File: src/hdl/vrs_pkg.sv
// Constants, types and helper functions for the voltage reference sequencer
//------------------------------------------------------------------------
// Summary of operation
//------------------------------------------------------------------------
package vrs_pkg;

    //--------------------------------------------------------------------
    // Widths
    //--------------------------------------------------------------------
    localparam int CODE_W  = 8;
    localparam int ADDR_W  = 8;
    localparam int DATA_W  = 32;
    localparam int NPH     = 6;
    localparam int CUR_W   = 12;
    localparam int SUM_W   = 15;
    localparam int CNT_W   = 3;
    localparam int GAIN_W  = 8;
    localparam int PROD_W  = SUM_W + GAIN_W;
    localparam int DROOP_W = 19;
    localparam int TMR_W   = 8;
    localparam int PIN_W   = 8;
    localparam int IRQ_W   = 4;
    localparam int CTRL_W  = 3;
    localparam int STAT_W  = 8;
    localparam int CMD_W   = CODE_W + 3;

    //--------------------------------------------------------------------
    // Timing
    //--------------------------------------------------------------------
    localparam int CLK_MHZ        = 20;
    localparam int STEP_UV        = 5000;
    localparam int FAST_SLEW_MVUS = 20;
    localparam int SLOW_SLEW_MVUS = 5;
    localparam int MASK_DLY_NS    = 8000;
    localparam int FAST_STEP_CYC_I = STEP_UV * CLK_MHZ / (FAST_SLEW_MVUS * 1000);
    localparam int SLOW_STEP_CYC_I = STEP_UV * CLK_MHZ / (SLOW_SLEW_MVUS * 1000);
    localparam int MASK_DLY_CYC_I  = (MASK_DLY_NS * CLK_MHZ + 999) / 1000;
    localparam logic [TMR_W-1:0] FAST_STEP_CYC =
        TMR_W'((FAST_STEP_CYC_I < 1) ? 1 : FAST_STEP_CYC_I);
    localparam logic [TMR_W-1:0] SLOW_STEP_CYC =
        TMR_W'((SLOW_STEP_CYC_I < 1) ? 1 : SLOW_STEP_CYC_I);
    localparam logic [TMR_W-1:0] MASK_DLY_CYC  = TMR_W'(MASK_DLY_CYC_I);
    localparam logic [CODE_W-1:0] OFF_CODE     = 8'h00;

    //--------------------------------------------------------------------
    // Register map and fields
    //--------------------------------------------------------------------
    localparam logic [ADDR_W-1:0] A_CTRL    = 8'h00;
    localparam logic [ADDR_W-1:0] A_CMD     = 8'h04;
    localparam logic [ADDR_W-1:0] A_STATUS  = 8'h08;
    localparam logic [ADDR_W-1:0] A_MP_REF  = 8'h0C;
    localparam logic [ADDR_W-1:0] A_SP_REF  = 8'h10;
    localparam logic [ADDR_W-1:0] A_GAIN    = 8'h14;
    localparam logic [ADDR_W-1:0] A_IRQ_ST  = 8'h18;
    localparam logic [ADDR_W-1:0] A_IRQ_CLR = 8'h1C;
    localparam logic [ADDR_W-1:0] A_IRQ_EN  = 8'h20;

    localparam int CTRL_EN_BIT    = 0;
    localparam int CTRL_MEM_BIT   = 1;
    localparam int CTRL_DROOP_BIT = 2;
    localparam logic [CTRL_W-1:0] CTRL_RST = 3'h5;
    localparam logic [GAIN_W-1:0] GAIN_RST = 8'h10;
    localparam int GAIN_FRAC      = 4;
    localparam int MEM_SHIFT      = 2;

    localparam int IRQ_MP_DONE = 0;
    localparam int IRQ_SP_DONE = 1;
    localparam int IRQ_FAULT   = 2;
    localparam int IRQ_REJECT  = 3;

    //--------------------------------------------------------------------
    // Types
    //--------------------------------------------------------------------
    typedef struct packed {
        logic              slow;
        logic              sel_sp;
        logic              sel_mp;
        logic [CODE_W-1:0] code;
    } vrs_cmd_t;

    typedef struct packed {
        logic ov;
        logic uv;
        logic oc;
    } vrs_prot_t;

    typedef enum logic [3:0] {
        SS_OFF   = 4'b0001,
        SS_HIZ   = 4'b0010,
        SS_RUN   = 4'b0100,
        SS_FAULT = 4'b1000
    } vrs_ss_t;

    //--------------------------------------------------------------------
    // Functions
    //--------------------------------------------------------------------
    function automatic vrs_ss_t vrs_ss_next(vrs_ss_t cur, logic en,
                                            logic off, logic pulse,
                                            logic flt);
        vrs_ss_t nxt;
        nxt = cur;
        case (cur)
            SS_OFF:   nxt = (en && !off) ? SS_HIZ : SS_OFF;
            SS_HIZ:   nxt = (!en || off) ? SS_OFF :
                            (pulse ? SS_RUN : SS_HIZ);
            SS_RUN:   nxt = (!en || off) ? SS_OFF : SS_RUN;
            SS_FAULT: nxt = SS_FAULT;
            default:  nxt = SS_OFF;
        endcase
        if (flt) begin
            nxt = SS_FAULT;
        end
        return nxt;
    endfunction

    function automatic logic [DROOP_W-1:0] vrs_droop(logic [PROD_W-1:0] p,
                                                     logic en, logic mem);
        logic [PROD_W-1:0] s;
        s = mem ? (p >> (GAIN_FRAC + MEM_SHIFT)) : (p >> GAIN_FRAC);
        return en ? s[DROOP_W-1:0] : '0;
    endfunction

endpackage

File: src/hdl/vrs_ramp.sv
// Reference ramp generator with protection mask delay for one section
module vrs_ramp (
    // Clock and reset
    input  wire logic                       mclk,
    input  wire logic                       srst,
    // Command
    input  wire logic                       load,
    input  wire logic [vrs_pkg::CODE_W-1:0] load_code,
    input  wire logic                       load_slow,
    // State
    output logic      [vrs_pkg::CODE_W-1:0] ref_code,
    output logic      [vrs_pkg::CODE_W-1:0] tgt_code,
    output logic                            active,
    output logic                            mask,
    output logic                            done
);
    import vrs_pkg::*;

    logic [CODE_W-1:0] ref_q;
    logic [CODE_W-1:0] tgt_q;
    logic [TMR_W-1:0]  tmr_q;
    logic [TMR_W-1:0]  dly_q;
    logic              act_q;
    logic              slow_q;

    wire               at_tgt   = (ref_q == tgt_q);
    wire               step_now = act_q && !at_tgt && (tmr_q == '0);
    wire [TMR_W-1:0]   cur_ivl  = slow_q ? SLOW_STEP_CYC : FAST_STEP_CYC;
    wire [TMR_W-1:0]   new_ivl  = load_slow ? SLOW_STEP_CYC
                                            : FAST_STEP_CYC;
    wire [CODE_W-1:0]  ref_up   = ref_q + 8'h01;
    wire [CODE_W-1:0]  ref_dn   = ref_q - 8'h01;

    always_ff @(posedge mclk) begin
        if (srst) begin
            ref_q  <= OFF_CODE;
            tgt_q  <= OFF_CODE;
            tmr_q  <= '0;
            dly_q  <= '0;
            act_q  <= 1'b0;
            slow_q <= 1'b0;
        end else begin
            if (act_q && !at_tgt) begin
                tmr_q <= step_now ? cur_ivl - 8'h01 : tmr_q - 8'h01;
            end
            if (step_now) begin
                ref_q <= (ref_q < tgt_q) ? ref_up : ref_dn;
            end
            if (act_q && at_tgt) begin
                act_q <= 1'b0;
                dly_q <= MASK_DLY_CYC;
            end else if (!act_q && dly_q != '0) begin
                dly_q <= dly_q - 8'h01;
            end
            if (load) begin
                // Retarget keeps the running step timer
                tgt_q  <= load_code;
                slow_q <= load_slow;
                act_q  <= (load_code != ref_q) ||
                          (act_q && !at_tgt);
                if (!act_q || at_tgt) begin
                    tmr_q <= new_ivl - 8'h01;
                end
            end
        end
    end

    assign ref_code = ref_q;
    assign tgt_code = tgt_q;
    assign active   = act_q;
    assign mask     = act_q || (dly_q != '0);
    assign done     = act_q && at_tgt && !load;
endmodule

File: src/hdl/vrs_top.sv
// Voltage reference sequencer: ramps, protection masking, soft-start, droop
module vrs_top (
    // Clock and reset
    input  wire logic                                        mclk,
    input  wire logic                                        srst,
    // Register port
    input  wire logic [vrs_pkg::ADDR_W-1:0]                  reg_addr,
    input  wire logic [vrs_pkg::DATA_W-1:0]                  reg_wdata,
    input  wire logic                                        reg_wr,
    input  wire logic                                        reg_rd,
    output logic      [vrs_pkg::DATA_W-1:0]                  reg_rdata,
    // Voltage command port
    input  wire logic                                        cmd_valid,
    input  wire vrs_pkg::vrs_cmd_t                           cmd_in,
    output logic                                             cmd_reject,
    // Protection pins
    input  wire vrs_pkg::vrs_prot_t                          mp_prot_in,
    input  wire vrs_pkg::vrs_prot_t                          sp_prot_in,
    input  wire logic                                        total_oc_in,
    // Modulator requests and current readings
    input  wire logic [vrs_pkg::NPH-1:0]                     pwm_req,
    input  wire logic                                        sp_pwm_req,
    input  wire logic [vrs_pkg::NPH-1:0]                     phase_active,
    input  wire logic [vrs_pkg::NPH-1:0][vrs_pkg::CUR_W-1:0] phase_current,
    input  wire logic [vrs_pkg::CUR_W-1:0]                   sp_current,
    // Phase drive pins
    output logic      [vrs_pkg::NPH-1:0]                     phase_pwm_out,
    output logic      [vrs_pkg::NPH-1:0]                     phase_pwm_oe,
    output logic                                             driver_enable_out,
    // Single-phase pin, two-way
    input  wire logic                                        single_phase_pwm_in,
    output logic                                             single_phase_pwm_out,
    output logic                                             single_phase_pwm_oe,
    // References, current sharing and droop
    output logic      [vrs_pkg::CODE_W-1:0]                  mp_ref_code,
    output logic      [vrs_pkg::CODE_W-1:0]                  sp_ref_code,
    output logic      [vrs_pkg::CUR_W-1:0]                   average_phase_current,
    output logic      [vrs_pkg::NPH-1:0][vrs_pkg::CUR_W:0]   duty_corr,
    output logic      [vrs_pkg::DROOP_W-1:0]                 droop_current_pin,
    output logic      [vrs_pkg::DROOP_W-1:0]                 sp_droop_current_pin,
    // Status
    output logic                                             fault_out,
    output logic                                             irq
);
    import vrs_pkg::*;

    //--------------------------------------------------------------------
    // Pin synchronisers
    //--------------------------------------------------------------------
    logic [PIN_W-1:0] s1_q;
    logic [PIN_W-1:0] s2_q;
    logic [PIN_W-1:0] s3_q;
    logic [PIN_W-1:0] pin_q;

    wire [PIN_W-1:0] pin_raw = {single_phase_pwm_in, total_oc_in,
                                sp_prot_in, mp_prot_in};
    // Level changes only once stages two and three agree
    wire [PIN_W-1:0] pin_d = (s2_q & s3_q) | (pin_q & (s2_q ^ s3_q));

    always_ff @(posedge mclk) begin
        if (srst) begin
            s1_q  <= '0;
            s2_q  <= '0;
            s3_q  <= '0;
            pin_q <= '0;
        end else begin
            s1_q  <= pin_raw;
            s2_q  <= s1_q;
            s3_q  <= s2_q;
            pin_q <= pin_d;
        end
    end

    wire vrs_prot_t mp_prot = vrs_prot_t'(pin_q[2:0]);
    wire vrs_prot_t sp_prot = vrs_prot_t'(pin_q[5:3]);
    wire            tot_oc  = pin_q[6];
    wire            sp_pin  = pin_q[7];

    //--------------------------------------------------------------------
    // Registers
    //--------------------------------------------------------------------
    logic [CTRL_W-1:0] ctrl_q;
    logic [GAIN_W-1:0] gain_q;
    logic [IRQ_W-1:0]  irq_st_q;
    logic [IRQ_W-1:0]  irq_en_q;
    logic [DATA_W-1:0] rdata_q;
    logic              fault_q;
    logic              sp_dis_q;
    vrs_ss_t           mp_ss_q;
    vrs_ss_t           sp_ss_q;

    wire wr_ctrl = reg_wr && (reg_addr == A_CTRL);
    wire wr_cmd  = reg_wr && (reg_addr == A_CMD);
    wire wr_gain = reg_wr && (reg_addr == A_GAIN);
    wire wr_clr  = reg_wr && (reg_addr == A_IRQ_CLR);
    wire wr_en   = reg_wr && (reg_addr == A_IRQ_EN);
    wire en_bit  = ctrl_q[CTRL_EN_BIT];
    wire mem_bit = ctrl_q[CTRL_MEM_BIT];
    wire drp_bit = ctrl_q[CTRL_DROOP_BIT];

    //--------------------------------------------------------------------
    // Command acceptance
    //--------------------------------------------------------------------
    // Port command wins a same-cycle register command
    wire vrs_cmd_t cmd_sel = cmd_valid ? cmd_in
                                       : vrs_cmd_t'(reg_wdata[CMD_W-1:0]);
    wire cmd_any = cmd_valid || wr_cmd;
    wire take_mp = cmd_any && cmd_sel.sel_mp && !fault_q;
    wire take_sp = cmd_any && cmd_sel.sel_sp && !fault_q && !sp_dis_q;
    assign cmd_reject = cmd_any &&
                        ((cmd_sel.sel_sp && !take_sp) ||
                         (cmd_sel.sel_mp && !take_mp));

    //--------------------------------------------------------------------
    // Reference ramps
    //--------------------------------------------------------------------
    logic [CODE_W-1:0] mp_tgt;
    logic [CODE_W-1:0] sp_tgt;
    logic              mp_act;
    logic              sp_act;
    logic              mp_mask;
    logic              sp_mask;
    logic              mp_done;
    logic              sp_done;

    vrs_ramp u_mp_ramp (
        .mclk      (mclk),
        .srst      (srst),
        .load      (take_mp),
        .load_code (cmd_sel.code),
        .load_slow (cmd_sel.slow),
        .ref_code  (mp_ref_code),
        .tgt_code  (mp_tgt),
        .active    (mp_act),
        .mask      (mp_mask),
        .done      (mp_done)
    );

    vrs_ramp u_sp_ramp (
        .mclk      (mclk),
        .srst      (srst),
        .load      (take_sp),
        .load_code (cmd_sel.code),
        .load_slow (cmd_sel.slow),
        .ref_code  (sp_ref_code),
        .tgt_code  (sp_tgt),
        .active    (sp_act),
        .mask      (sp_mask),
        .done      (sp_done)
    );

    //--------------------------------------------------------------------
    // Protection
    //--------------------------------------------------------------------
    wire mp_trip  = !mp_mask && (mp_prot.ov || mp_prot.uv || mp_prot.oc);
    wire sp_trip  = !sp_mask && !sp_dis_q &&
                    (sp_prot.ov || sp_prot.uv || sp_prot.oc);
    // Total over-current ignores the transition mask
    wire flt_set  = !fault_q && (tot_oc || mp_trip || sp_trip);
    wire flt_now  = fault_q || flt_set;
    // Over-voltage may turn the low side on even while soft-start holds it
    wire mp_ov_ls = !mp_mask && mp_prot.ov && !tot_oc;
    wire sp_ov_ls = !sp_mask && sp_prot.ov && !tot_oc && !sp_dis_q;

    wire mp_off   = (mp_tgt == OFF_CODE) && (mp_ref_code == OFF_CODE);
    wire sp_off   = (sp_tgt == OFF_CODE) && (sp_ref_code == OFF_CODE);
    wire vrs_ss_t mp_ss_d = vrs_ss_next(mp_ss_q, en_bit, mp_off,
                                        |(pwm_req & phase_active), flt_now);
    wire vrs_ss_t sp_ss_d = vrs_ss_next(sp_ss_q, en_bit && !sp_dis_q,
                                        sp_off, sp_pwm_req, flt_now);

    always_ff @(posedge mclk) begin
        if (srst) begin
            fault_q  <= 1'b0;
            sp_dis_q <= 1'b0;
            mp_ss_q  <= SS_OFF;
            sp_ss_q  <= SS_OFF;
        end else begin
            fault_q <= flt_now;
            mp_ss_q <= mp_ss_d;
            sp_ss_q <= sp_ss_d;
            // Pin only sampled while undriven, but pin_q lags the pin, so our own drive can still loop for four cycles after release
            if (!single_phase_pwm_oe) begin
                sp_dis_q <= sp_pin;
            end
        end
    end

    //--------------------------------------------------------------------
    // Drive pins
    //--------------------------------------------------------------------
    wire mp_run = (mp_ss_q == SS_RUN);
    wire sp_run = (sp_ss_q == SS_RUN);

    assign phase_pwm_oe  = (mp_run || mp_ov_ls) ? phase_active
                                                : '0;
    assign phase_pwm_out = mp_run && !mp_ov_ls ? (pwm_req & phase_active)
                                               : '0;
    assign driver_enable_out    = mp_run || mp_ov_ls;
    assign single_phase_pwm_oe  = sp_run || sp_ov_ls;
    assign single_phase_pwm_out = sp_run && !sp_ov_ls && sp_pwm_req;
    assign fault_out            = fault_q;

    //--------------------------------------------------------------------
    // Current sharing and droop
    //--------------------------------------------------------------------
    logic [SUM_W-1:0] cur_sum;
    logic [CNT_W-1:0] act_cnt;
    logic [NPH-1:0][CUR_W:0] corr_d;
    logic [CUR_W-1:0] avg_q;
    logic [NPH-1:0][CUR_W:0] corr_q;
    logic [DROOP_W-1:0] droop_q;
    logic [DROOP_W-1:0] sp_droop_q;

    always_comb begin
        cur_sum = '0;
        act_cnt = '0;
        for (int i = 0; i < NPH; i++) begin
            if (phase_active[i]) begin
                cur_sum = cur_sum + SUM_W'(phase_current[i]);
                act_cnt = act_cnt + 3'h1;
            end
        end
    end

    wire [SUM_W-1:0] avg_w  = (act_cnt == '0) ? '0
                              : cur_sum / SUM_W'(act_cnt);
    wire [CUR_W-1:0] avg_n  = avg_w[CUR_W-1:0];
    wire [PROD_W-1:0] mp_prod = cur_sum * gain_q;
    wire [PROD_W-1:0] sp_prod = PROD_W'(sp_current) * PROD_W'(gain_q);

    always_comb begin
        for (int i = 0; i < NPH; i++) begin
            corr_d[i] = phase_active[i]
                      ? ({1'b0, phase_current[i]} - {1'b0, avg_n})
                      : '0;
        end
    end

    always_ff @(posedge mclk) begin
        if (srst) begin
            avg_q      <= '0;
            corr_q     <= '0;
            droop_q    <= '0;
            sp_droop_q <= '0;
        end else begin
            avg_q      <= avg_n;
            corr_q     <= corr_d;
            droop_q    <= vrs_droop(mp_prod, drp_bit, mem_bit);
            sp_droop_q <= vrs_droop(sp_prod, drp_bit && !sp_dis_q,
                                    mem_bit);
        end
    end

    assign average_phase_current = avg_q;
    assign duty_corr             = corr_q;
    assign droop_current_pin     = droop_q;
    assign sp_droop_current_pin  = sp_droop_q;

    //--------------------------------------------------------------------
    // Software registers and interrupt
    //--------------------------------------------------------------------
    wire [IRQ_W-1:0] irq_ev;
    assign irq_ev[IRQ_MP_DONE] = mp_done;
    assign irq_ev[IRQ_SP_DONE] = sp_done;
    assign irq_ev[IRQ_FAULT]   = flt_set;
    assign irq_ev[IRQ_REJECT]  = cmd_reject;

    wire [IRQ_W-1:0] clr_bits = wr_clr ? reg_wdata[IRQ_W-1:0] : '0;
    // A new event outranks a same-cycle clear
    wire [IRQ_W-1:0] irq_st_d = (irq_st_q & ~clr_bits) | irq_ev;

    wire [STAT_W-1:0] stat_w = {sp_run, mp_run, sp_dis_q, fault_q,
                                sp_mask, mp_mask, sp_act, mp_act};

    wire [DATA_W-1:0] rd_mux =
        (reg_addr == A_CTRL)   ? DATA_W'(ctrl_q)      :
        (reg_addr == A_STATUS) ? DATA_W'(stat_w)      :
        (reg_addr == A_MP_REF) ? DATA_W'(mp_ref_code) :
        (reg_addr == A_SP_REF) ? DATA_W'(sp_ref_code) :
        (reg_addr == A_GAIN)   ? DATA_W'(gain_q)      :
        (reg_addr == A_IRQ_ST) ? DATA_W'(irq_st_q)    :
        (reg_addr == A_IRQ_EN) ? DATA_W'(irq_en_q)    : '0;

    always_ff @(posedge mclk) begin
        if (srst) begin
            ctrl_q   <= CTRL_RST;
            gain_q   <= GAIN_RST;
            irq_st_q <= '0;
            irq_en_q <= '0;
            rdata_q  <= '0;
        end else begin
            irq_st_q <= irq_st_d;
            rdata_q  <= reg_rd ? rd_mux : '0;
            if (wr_ctrl) begin
                ctrl_q <= reg_wdata[CTRL_W-1:0];
            end
            if (wr_gain) begin
                gain_q <= reg_wdata[GAIN_W-1:0];
            end
            if (wr_en) begin
                irq_en_q <= reg_wdata[IRQ_W-1:0];
            end
        end
    end

    assign reg_rdata = rdata_q;
    assign irq       = |(irq_st_q & irq_en_q);
endmodule

File: config.mk
export PLATFORM = sky130hd
export DESIGN_NAME = vrs_top
export DESIGN_NICKNAME = d
export VERILOG_FILES = /design/src/hdl/vrs_pkg.sv /design/src/hdl/vrs_ramp.sv /design/src/hdl/vrs_top.sv
export SDC_FILE = /design/constraint.sdc
export NUM_CORES = 1
export LEC_CHECK = 0
export BUFFER_PORTS_ARGS = -buffer_cell sky130_fd_sc_hd__buf_2
export CORE_MARGIN = 2
export CORE_UTILIZATION = 40
export CTS_CLUSTER_SIZE = 28
export DETAILED_ROUTE_END_ITERATION = 7
export PLACE_DENSITY = 0.58
export SLEW_MARGIN = 0
export SYNTH_ARGS = -nofsm -noshare
export SYNTH_HDL_FRONTEND = slang
export SYNTH_HIERARCHICAL = 1
export SYNTH_SLANG_ARGS = --single-unit
File: constraint.sdc
create_clock -name mclk -period 39.2 [get_ports mclk]
set_input_delay 3.92 -clock mclk [delete_from_list [all_inputs] [get_ports mclk]]
set_output_delay 3.92 -clock mclk [all_outputs]
set_load 0.1 [all_outputs]
==> results of run 1 <==
## kinds of logic after synthesis
| kind of cell | after synthesis | share of synthesized area [%] |
|---|---|---|
| other | 1 | 0.01345 |
| DFF | 262 | 18.81 |
| adders and majority gates | 453 | 24.38 |
| xor gates and xnor gates | 193 | 6.090 |
| AOI/OAI and AO/OA | 798 | 19.27 |
| and+or+nand+nor | 1206 | 21.62 |
| buffers and inverters | 422 | 6.243 |
| muxes | 92 | 3.568 |
## flip-flops by register name, summed over array words and instances (netlist names), 12 cells and up
| signal | count |
|---|---|
| average_phase_current | 12 |
| droop_current_pin | 19 |
| duty_corr | 78 |
| sp_droop_current_pin | 16 |
## per-stage QoR
step           instances  hold WS (ns)
6_report            4676        0.4324
5_1_grt             4674        0.4507
4_1_cts             4660        0.4341
3_5_place_dp        4603        0.4204
3_3_place_gp        4603        0.4171
2_1_floorplan       3453        0.4138
## metal layers
layer | vias up | GRT usage, % | routed length (µm)
met3 | 84 | 2.905 | 4324
li1 | 12529 | - | -
met4 | 0 | 4.968 | 1637
met5 | - | 0 | 0
met2 | 568 | 38.85 | 39970
met1 | 12050 | 32.56 | 39820
## what timing repair did
item                                    CTS  global route
endpoints found under the setup margin    0            79
resized for setup                         0            43
hold endpoints to repair                  0             0
hold buffers                              0             0
setup buffers                             0            14
## cells in the final DEF (no fill, tap or decap), types with 11 or more instances in the layout
master	instances
or2_2	14
clkbuf_16	31
o21ai_1	15
mux2_2	33
a21o_1	109
and2_1	112
nor4_1	23
nor2b_1	66
nor2_1	315
buf_4	70
a22o_1	12
dfxtp_1	262
nand2_1	299
xor2_1	49
conb_1	27
o211ai_1	15
mux2i_1	51
and3_1	22
xnor2_1	142
o21ai_0	102
a211oi_1	17
o21a_1	51
nand3b_1	17
nor4b_1	11
a21oi_1	220
ha_1	299
or3_1	22
nand4_1	25
inv_1	274
o21bai_1	31
nand3_1	72
nand2b_1	47
a31oi_1	27
buf_2	305
nor3_1	86
a211o_1	13
a22oi_1	19
fa_1	150
## layout make-up
class                      instances  area share (%)
tap                              931           3.661
clock inverter                    18          0.8534
sequential                       262           16.49
multi-input combinational       2769           66.51
timing repair buffer             376           6.485
clock buffer                      39           2.690
inverter                         279           3.300
antenna                            2         0.01573
## final timing paths
check | end | slack [ns] | cells past startpoint
setup / recovery | duty_corr[64]$_SDFF_PP0_ | 2.32 | 166
hold reg to reg | s2_q[7]$_SDFF_PP0_ | 0.43 | 1
setup reg to reg | droop_current_pin[16]$_SDFF_PP0_ | 32.41 | 29
hold / removal | s2_q[7]$_SDFF_PP0_ | 0.43 | 1
==> flow_summary_export.csv, run 1 <==
group,metric,value,unit
clock_network,clockBufferDepth,3,
logic_synthesis,yosys_warnings,6,
global_routing,grt_pass1_wl,133500,µm
layout,finalInstanceArea,0.03182,mm²
timing,maxSlewViolCount,0,
floorplan,initial_core_util,40.51,%
floorplan,die_w,268.0,µm
place,placed_area,0.03042,mm²
global_routing,grtUsageTotal,23.41,%
floorplan,coreArea,0.06883,mm²
logic_synthesis,synth.cell_area,0.02788,mm²
routing,drt_iter0_markers,1442,
worst_setup_path,cp.arrival,37.39,ns
clock_network,ctsRootBufferMaster,"clkbuf_16",
logic_synthesis,synth-edff-count,0,
logic_synthesis,ys_seq_area_share,18.81,%
worst_setup_path,cp_max_fo,26,
global_routing,grt.overflow.total,0,
worst_setup_path,critPathSlowestCell,"or4b_1",
timing,period_share,94.08,%
routing,wire_per_inst,18.34,µm
worst_setup_path,startpoint,"phase_active[0]",
logic_synthesis,yosysTopAreaCellShare,18.81,%
floorplan,row_count,96,
routing,avgViaCountPerCell,5.396,
timing,slew_headroom,24.69,%
hold_path,holdCritStartpoint,"s1_q[7]$_SDFF_PP0_",
layout,area_growth_syn_to_layout,14.12,%
clock_network,clk_latency,0.61,ns
logic_synthesis,async_reset_ff_share,0,%
hold_path,hold_path.class,"register to register",
routing,drt-pass1-iter-count,5,
logic_synthesis,synthTopCellsByCount,"nor2_1, nand2_1, ha_1",
worst_setup_path,critical_path_class,"input pin to register",
layout,nFillCells,7020,
timing,min_period,36.88,ns
routing,drc,0,
worst_setup_path,start_kind,"input pin",
layout,final_nets,4331,
worst_setup_path,path_buf_inv,13,
floorplan,io_pins,355,
logic_synthesis,synthDistinctLibCells,113,
logic_synthesis,synth_top_cell_by_area,"dfxtp_1",
timing,hold_violations,0,
worst_setup_path,cpPeakStageDelay,0.59,ns
timing,setup_tns,0,ns
clock_network,cts_buffers,31,
logic_synthesis,synth.most_common_cell,"nor2_1",
floorplan,dieArea,0.07183,mm²
floorplan,fp.dieH,268.0,µm
clock_network,cts.clk_slew.worst_paths,0.06,ns
place,dp_hpwl,66610,µm
logic_synthesis,ys_ff_latch,262,
worst_setup_path,path_common_cell,"ha_1",
routing,finalWirelength,85750,µm
logic_synthesis,synthCells,3427,
worst_setup_path,rr_startpoint,"gain_q[7]$_SDFFE_PP0P_",
run_status,status,"complete, no violations",
place,portBuffers,306,
worst_setup_path,cp_top_family,"compound AO/OA/AOI/OAI gates",
place,pre_cts_slack,0.1485,ns
global_routing,grt_pass1_vias,24036,
routing,antenna_left,0,
clock_network,numClockSinks,262,
logic_synthesis,synth_area_leaders,"dfxtp_1, ha_1, fa_1",
layout,seqCellArea,0.005245,mm²
worst_setup_path,critPathCaptureType,"register",
clock_network,h-tree-depth,1,
job,cap_violations,0,
global_routing,antenna_found_initial,2,
routing,vias,25231,
clock_network,cts_tree,"done",
timing,worst_slew_pin_slew,1.130,ns
logic_synthesis,syn_area_per_cell,8.135,µm²
layout,drive_above_1_share,15.17,%
worst_setup_path,worst_ep_required_time,39.71,ns
layout,multi_input_area,0.02116,mm²
place,gp_congestion,0.9277,
timing,finalSetupViolations,0,
logic_synthesis,synth_flop_cell,"dfxtp_1",
timing,finClkSkew,0.01568,ns
timing,max_freq,27.11,MHz
timing,finalWorstSetupSlack,2.319,ns
global_routing,grt_max_degree,77,
layout,utilization,46.23,%
Power of run 1 is not shown: default switching activity piles up to over one toggle a cycle in this logic, so the estimate is an artifact.
==> run 2: changes to the inputs <==
--- a/config.mk
+++ b/config.mk
@@ -11,6 +11,7 @@
 export CTS_CLUSTER_SIZE = 28
 export DETAILED_ROUTE_END_ITERATION = 7
 export PLACE_DENSITY = 0.58
+export RECOVER_POWER = 50
 export SLEW_MARGIN = 0
 export SYNTH_ARGS = -nofsm -noshare
 export SYNTH_HDL_FRONTEND = slang
==> flow_summary_export.csv, run 2 (synthesized netlist as in run 1, its figures left out) <==
group,metric,value,unit
routing,drt-pass1-iter-count,6,
place,placed_area,0.03042,mm²
clock_network,cts-hold-fix-buffers,0,
layout,multi_input_area,0.02116,mm²
clock_network,numClockSinks,262,
timing,hold_violations,0,
routing,finalWirelength,85690,µm
timing,whs,0.4316,ns
routing,vias,25217,
floorplan,row_count,96,
layout,layout_commonest_cell,"nor2_1",
place,gp_congestion,0.9277,
hold_path,hold_depth,1,
worst_setup_path,worst_ep_required_time,39.71,ns
floorplan,dieArea,0.07183,mm²
clock_network,clk_latency,0.61,ns
clock_network,clockBufferDepth,3,
worst_setup_path,cp.arrival,37.36,ns
clock_network,cts_tree,"done",
clock_network,ctsRootBufferMaster,"clkbuf_16",
layout,finalInstanceArea,0.03167,mm²
layout,final_cell_mix,"nor2_1, nand2_1, ha_1",
layout,drive_above_1_share,12.21,%
clock_network,h-tree-depth,1,
floorplan,fp.dieH,268.0,µm
floorplan,initial_core_util,40.51,%
hold_path,holdCritStartpoint,"s1_q[4]$_SDFF_PP0_",
clock_network,cts.clk_slew.worst_paths,0.06,ns
global_routing,grt_pass1_vias,24036,
worst_setup_path,r2r_slack,32.41,ns
run_status,status,"finished, violations left",
worst_setup_path,start_kind,"input pin",
routing,antenna_left,0,
worst_setup_path,critPathCaptureType,"register",
worst_setup_path,path_common_cell,"ha_1",
place,dp_hpwl,66610,µm
global_routing,grt_pass1_wl,133500,µm
global_routing,antenna_found_initial,2,
routing,avgViaCountPerCell,5.394,
worst_setup_path,cp_max_fo,26,
global_routing,grt.overflow.total,0,
layout,final_nets,4331,
layout,area_growth_syn_to_layout,13.58,%
hold_path,hold_path.class,"register to register",
run_status,violations,"capacitance limit, slew limit",
worst_setup_path,rr_startpoint,"gain_q[7]$_SDFFE_PP0P_",
global_routing,grtUsageTotal,23.41,%
timing,finClkSkew,0.01669,ns
timing,finalSetupViolations,0,
routing,drt_iter0_markers,1370,
hold_path,min_to,"s2_q[4]$_SDFF_PP0_",
routing,drc,0,
global_routing,grt_max_degree,77,
place,portBuffers,306,
job,cap_violations,2,
worst_setup_path,r2r_end,"droop_current_pin[16]$_SDFF_PP0_",
timing,worst_slew_pin_slew,3.312,ns
floorplan,coreArea,0.06883,mm²
timing,min_period,36.85,ns
worst_setup_path,startpoint,"phase_active[0]",
worst_setup_path,critical_path_class,"input pin to register",
layout,seqCellArea,0.005245,mm²
floorplan,die_w,268.0,µm
floorplan,io_pins,355,
layout,utilization,46.01,%
worst_setup_path,cpPeakStageDelay,0.59,ns
timing,max_freq,27.14,MHz
clock_network,cts_buffers,31,
timing,period_share,94.01,%
worst_setup_path,critPathSlowestCell,"or4b_1",
worst_setup_path,r2r_cells,29,
layout,largest_register_ffs,78,
timing,slew_headroom,-120.8,%
layout,nFillCells,7064,
routing,wire_per_inst,18.33,µm
timing,maxSlewViolCount,123,
run 2: cell types whose count changed in the layout (fill, tap and decap cells not counted), sizes merged:
cell | before | now
clkbuf | 39 | 150
buf | 376 | 265
diode | 2 | 1
run 2: how the worst max path moves through the flow:
stage	endpoint	slack [ns]	cells past startpoint
after detailed placement	duty_corr[25]$_SDFF_PP0_	0.15	160
after floorplan	duty_corr[77]$_SDFF_PP0_	3.24	168
after global routing	duty_corr[25]$_SDFF_PP0_	-0.20	168
after global placement	duty_corr[25]$_SDFF_PP0_	0.29	160
final	duty_corr[64]$_SDFF_PP0_	2.35	166
after CTS	duty_corr[25]$_SDFF_PP0_	0.70	160
run 2: critical path: cells and delay by family:
kind            cells  cell delay, ns
mux                 8            2.47
xor+xnor            3            0.42
buf+inv            13            1.87
fa+ha+maj          22            6.68
simple gates       57           10.82
compound gates     63           11.17
run 2: layout make-up:
| class | count | share of cell area [%] |
|---|---|---|
| antenna | 1 | 0.007902 |
| clock buffer | 39 | 2.703 |
| clock inverter | 18 | 0.8574 |
| inverter | 279 | 3.315 |
| multi-input combinational | 2769 | 66.82 |
| sequential | 262 | 16.56 |
| tap | 931 | 3.679 |
| timing repair buffer | 376 | 6.053 |
run 2: routing by layer:
metal	up-vias	track usage [%]	wire length [µm]
met4	0	4.968	1693
li1	12531	-	-
met3	86	2.905	4291
met2	547	38.85	39870
met1	12053	32.56	39840
met5	-	0	0
run 2: through the flow:
step / std cells / setup TNS [ns] / worst slack (ns)
after floorplan: 3453 / 0 / 3.244
after global placement: 4603 / 0 / 0.2928
after detailed placement: 4603 / 0 / 0.1485
after CTS: 4660 / 0 / 0.7038
after global routing: 4674 / -1.504 / -0.1953
final: 4675 / 0 / 2.347
run 2: timing repair:
item                                    4_1_cts  5_1_grt
gates resized for setup                       0       43
endpoints found under the setup margin        0       79
setup buffers                                 0       14
hold endpoints to repair                      0        0
Power of run 2 is left out for the same reason.
==> run 3: changes to the inputs <==
--- a/config.mk
+++ b/config.mk
@@ -15,5 +15,4 @@
 export SLEW_MARGIN = 0
 export SYNTH_ARGS = -nofsm -noshare
 export SYNTH_HDL_FRONTEND = slang
-export SYNTH_HIERARCHICAL = 1
 export SYNTH_SLANG_ARGS = --single-unit
==> flow_summary_export.csv, run 3 <==
group,metric,value,unit
run_status,status,"finished, violations left",
run_status,violations,"capacitance limit, slew limit",
worst_setup_path,critical_path_class,"input pin to register",
global_routing,grt_pass1_vias,23082,
worst_setup_path,critPathSlowestCell,"or4_4",
clock_network,clk_latency,0.60,ns
clock_network,cts.clk_slew.worst_paths,0.06,ns
logic_synthesis,yosysTopAreaCellShare,19.46,%
logic_synthesis,synth-edff-count,0,
logic_synthesis,synthDistinctLibCells,110,
floorplan,dieArea,0.06947,mm²
worst_setup_path,cp_max_fo,8,
routing,avgViaCountPerCell,5.214,
hold_path,hold_path.class,"register to register",
logic_synthesis,synth.cell_area,0.02695,mm²
logic_synthesis,synth_flop_cell,"dfxtp_1",
worst_setup_path,worst_ep_required_time,39.68,ns
floorplan,initial_core_util,40.27,%
worst_setup_path,start_kind,"input pin",
global_routing,antenna_found_initial,3,
logic_synthesis,ys_seq_area_share,19.46,%
worst_setup_path,cp.arrival,37.33,ns
layout,area_growth_syn_to_layout,15.56,%
timing,slew_headroom,-108.3,%
logic_synthesis,synthTopCellsByCount,"nor2_1, ha_1, nand2_1",
global_routing,grtUsageTotal,22.09,%
timing,max_freq,27.14,MHz
logic_synthesis,yosys_warnings,0,
global_routing,grt.overflow.total,0,
timing,whs,0.4346,ns
layout,nFillCells,6717,
routing,finalWirelength,77550,µm
layout,final_cell_mix,"nor2_1, ha_1, nand2_1",
clock_network,clockBufferDepth,3,
place,placed_cells,4465,
place,portBuffers,306,
routing,drt-pass1-iter-count,5,
routing,vias,23658,
global_routing,grt_pass1_wl,124300,µm
layout,finalNonFillerCells,4537,
logic_synthesis,ys_ff_latch,262,
routing,wire_per_inst,17.09,µm
global_routing,grt_max_degree,69,
floorplan,fp.dieH,263.6,µm
layout,drive_above_1_share,13.39,%
logic_synthesis,synth_top_cell_by_area,"dfxtp_1",
routing,drt_iter0_markers,1351,
clock_network,cts_tree,"done",
timing,maxSlewViolCount,127,
timing,min_period,36.85,ns
worst_setup_path,critPathCaptureType,"register",
timing,finalSetupViolations,0,
logic_synthesis,synth_area_leaders,"dfxtp_1, ha_1, fa_1",
logic_synthesis,async_reset_ff_share,0,%
floorplan,io_pins,355,
timing,finClkSkew,0.007591,ns
clock_network,cts-hold-fix-buffers,0,
floorplan,row_count,95,
place,gp_congestion,0.8938,
timing,worst_slew_pin_slew,3.125,ns
worst_setup_path,r2r_slack,32.86,ns
timing,hold_violations,0,
layout,layout_commonest_cell,"nor2_1",
routing,antenna_left,0,
job,cap_violations,2,
place,dp_hpwl,62100,µm
worst_setup_path,cpPeakStageDelay,0.60,ns
timing,period_share,94.01,%
routing,drc,0,
logic_synthesis,synthCells,3275,
clock_network,ctsRootBufferMaster,"clkbuf_16",
layout,final_nets,4245,
layout,largest_register_ffs,78,
worst_setup_path,path_common_cell,"ha_1",
clock_network,numClockSinks,262,
floorplan,die_w,263.6,µm
clock_network,h-tree-depth,1,
floorplan,coreArea,0.06692,mm²
clock_network,cts_buffers,31,
logic_synthesis,syn_area_per_cell,8.229,µm²
layout,utilization,46.54,%
logic_synthesis,synth.most_common_cell,"nor2_1",
run 3: routing by layer:
metal,vias up,part of all wire [%],global-route usage [%]
met2,428,46,36.74
met5,-,0,0
li1,12011,-,-
met1,11146,48,30.79
met4,0,1.7,4.309
met3,73,4.5,2.703
run 3: cell type report:
class,instances,area (µm²),area share [%]
sequential,262,5245,16.84
timing repair buffer,435,2341,7.517
inverter,253,949.7,3.049
multi-input combinational,2652,20380,65.44
clock inverter,16,257.7,0.8276
antenna,4,10.01,0.03214
tap,873,1092,3.507
clock buffer,42,867.1,2.784
run 3: critical path, delay by kind of cell:
kind                     cells  cell delay (ns)
AO/OA/AOI/OAI               69            11.63
AND/OR/NAND/NOR             59            11.07
adder cells (fa/ha/maj)     23             6.79
multiplexers                 8             2.53
XOR/XNOR                     5             0.81
buffers and inverters        4             0.58
run 3: cells by family after synthesis:
kind of cell / synth area share (%)
mux: 3.162
compound gates: 18.88
xor+xnor: 6.987
flops: 19.46
buf+inv: 5.822
simple gates: 20.44
other cells: 0.01391
fa+ha+maj: 25.24
run 3: timing repair:
item	CTS	global route
endpoints found under the setup margin	0	79
setup buffers	0	10
resized for setup	0	44
run 3: path summary, 6_finish.rpt:
check | start | end | depth (start not counted)
max | phase_active[0] | duty_corr[76]$_SDFF_PP0_ | 168
min | s1_q[3]$_SDFF_PP0_ | s2_q[3]$_SDFF_PP0_ | 1
max reg2reg | gain_q[5]$_SDFFE_PP0P_ | droop_current_pin[16]$_SDFF_PP0_ | 27
min reg2reg | s1_q[3]$_SDFF_PP0_ | s2_q[3]$_SDFF_PP0_ | 1
run 3: stage by stage:
stage	area [µm²]	setup TNS, ns	worst slack, ns
3_3_place_gp	29960	0	0.5270
6_report	31140	0	2.349
3_5_place_dp	29960	0	0.4593
5_1_grt	31140	-0.3053	-0.07306
4_1_cts	31090	0	0.9404
2_1_floorplan	27050	0	2.752
Power of run 3 is left out for the same reason.
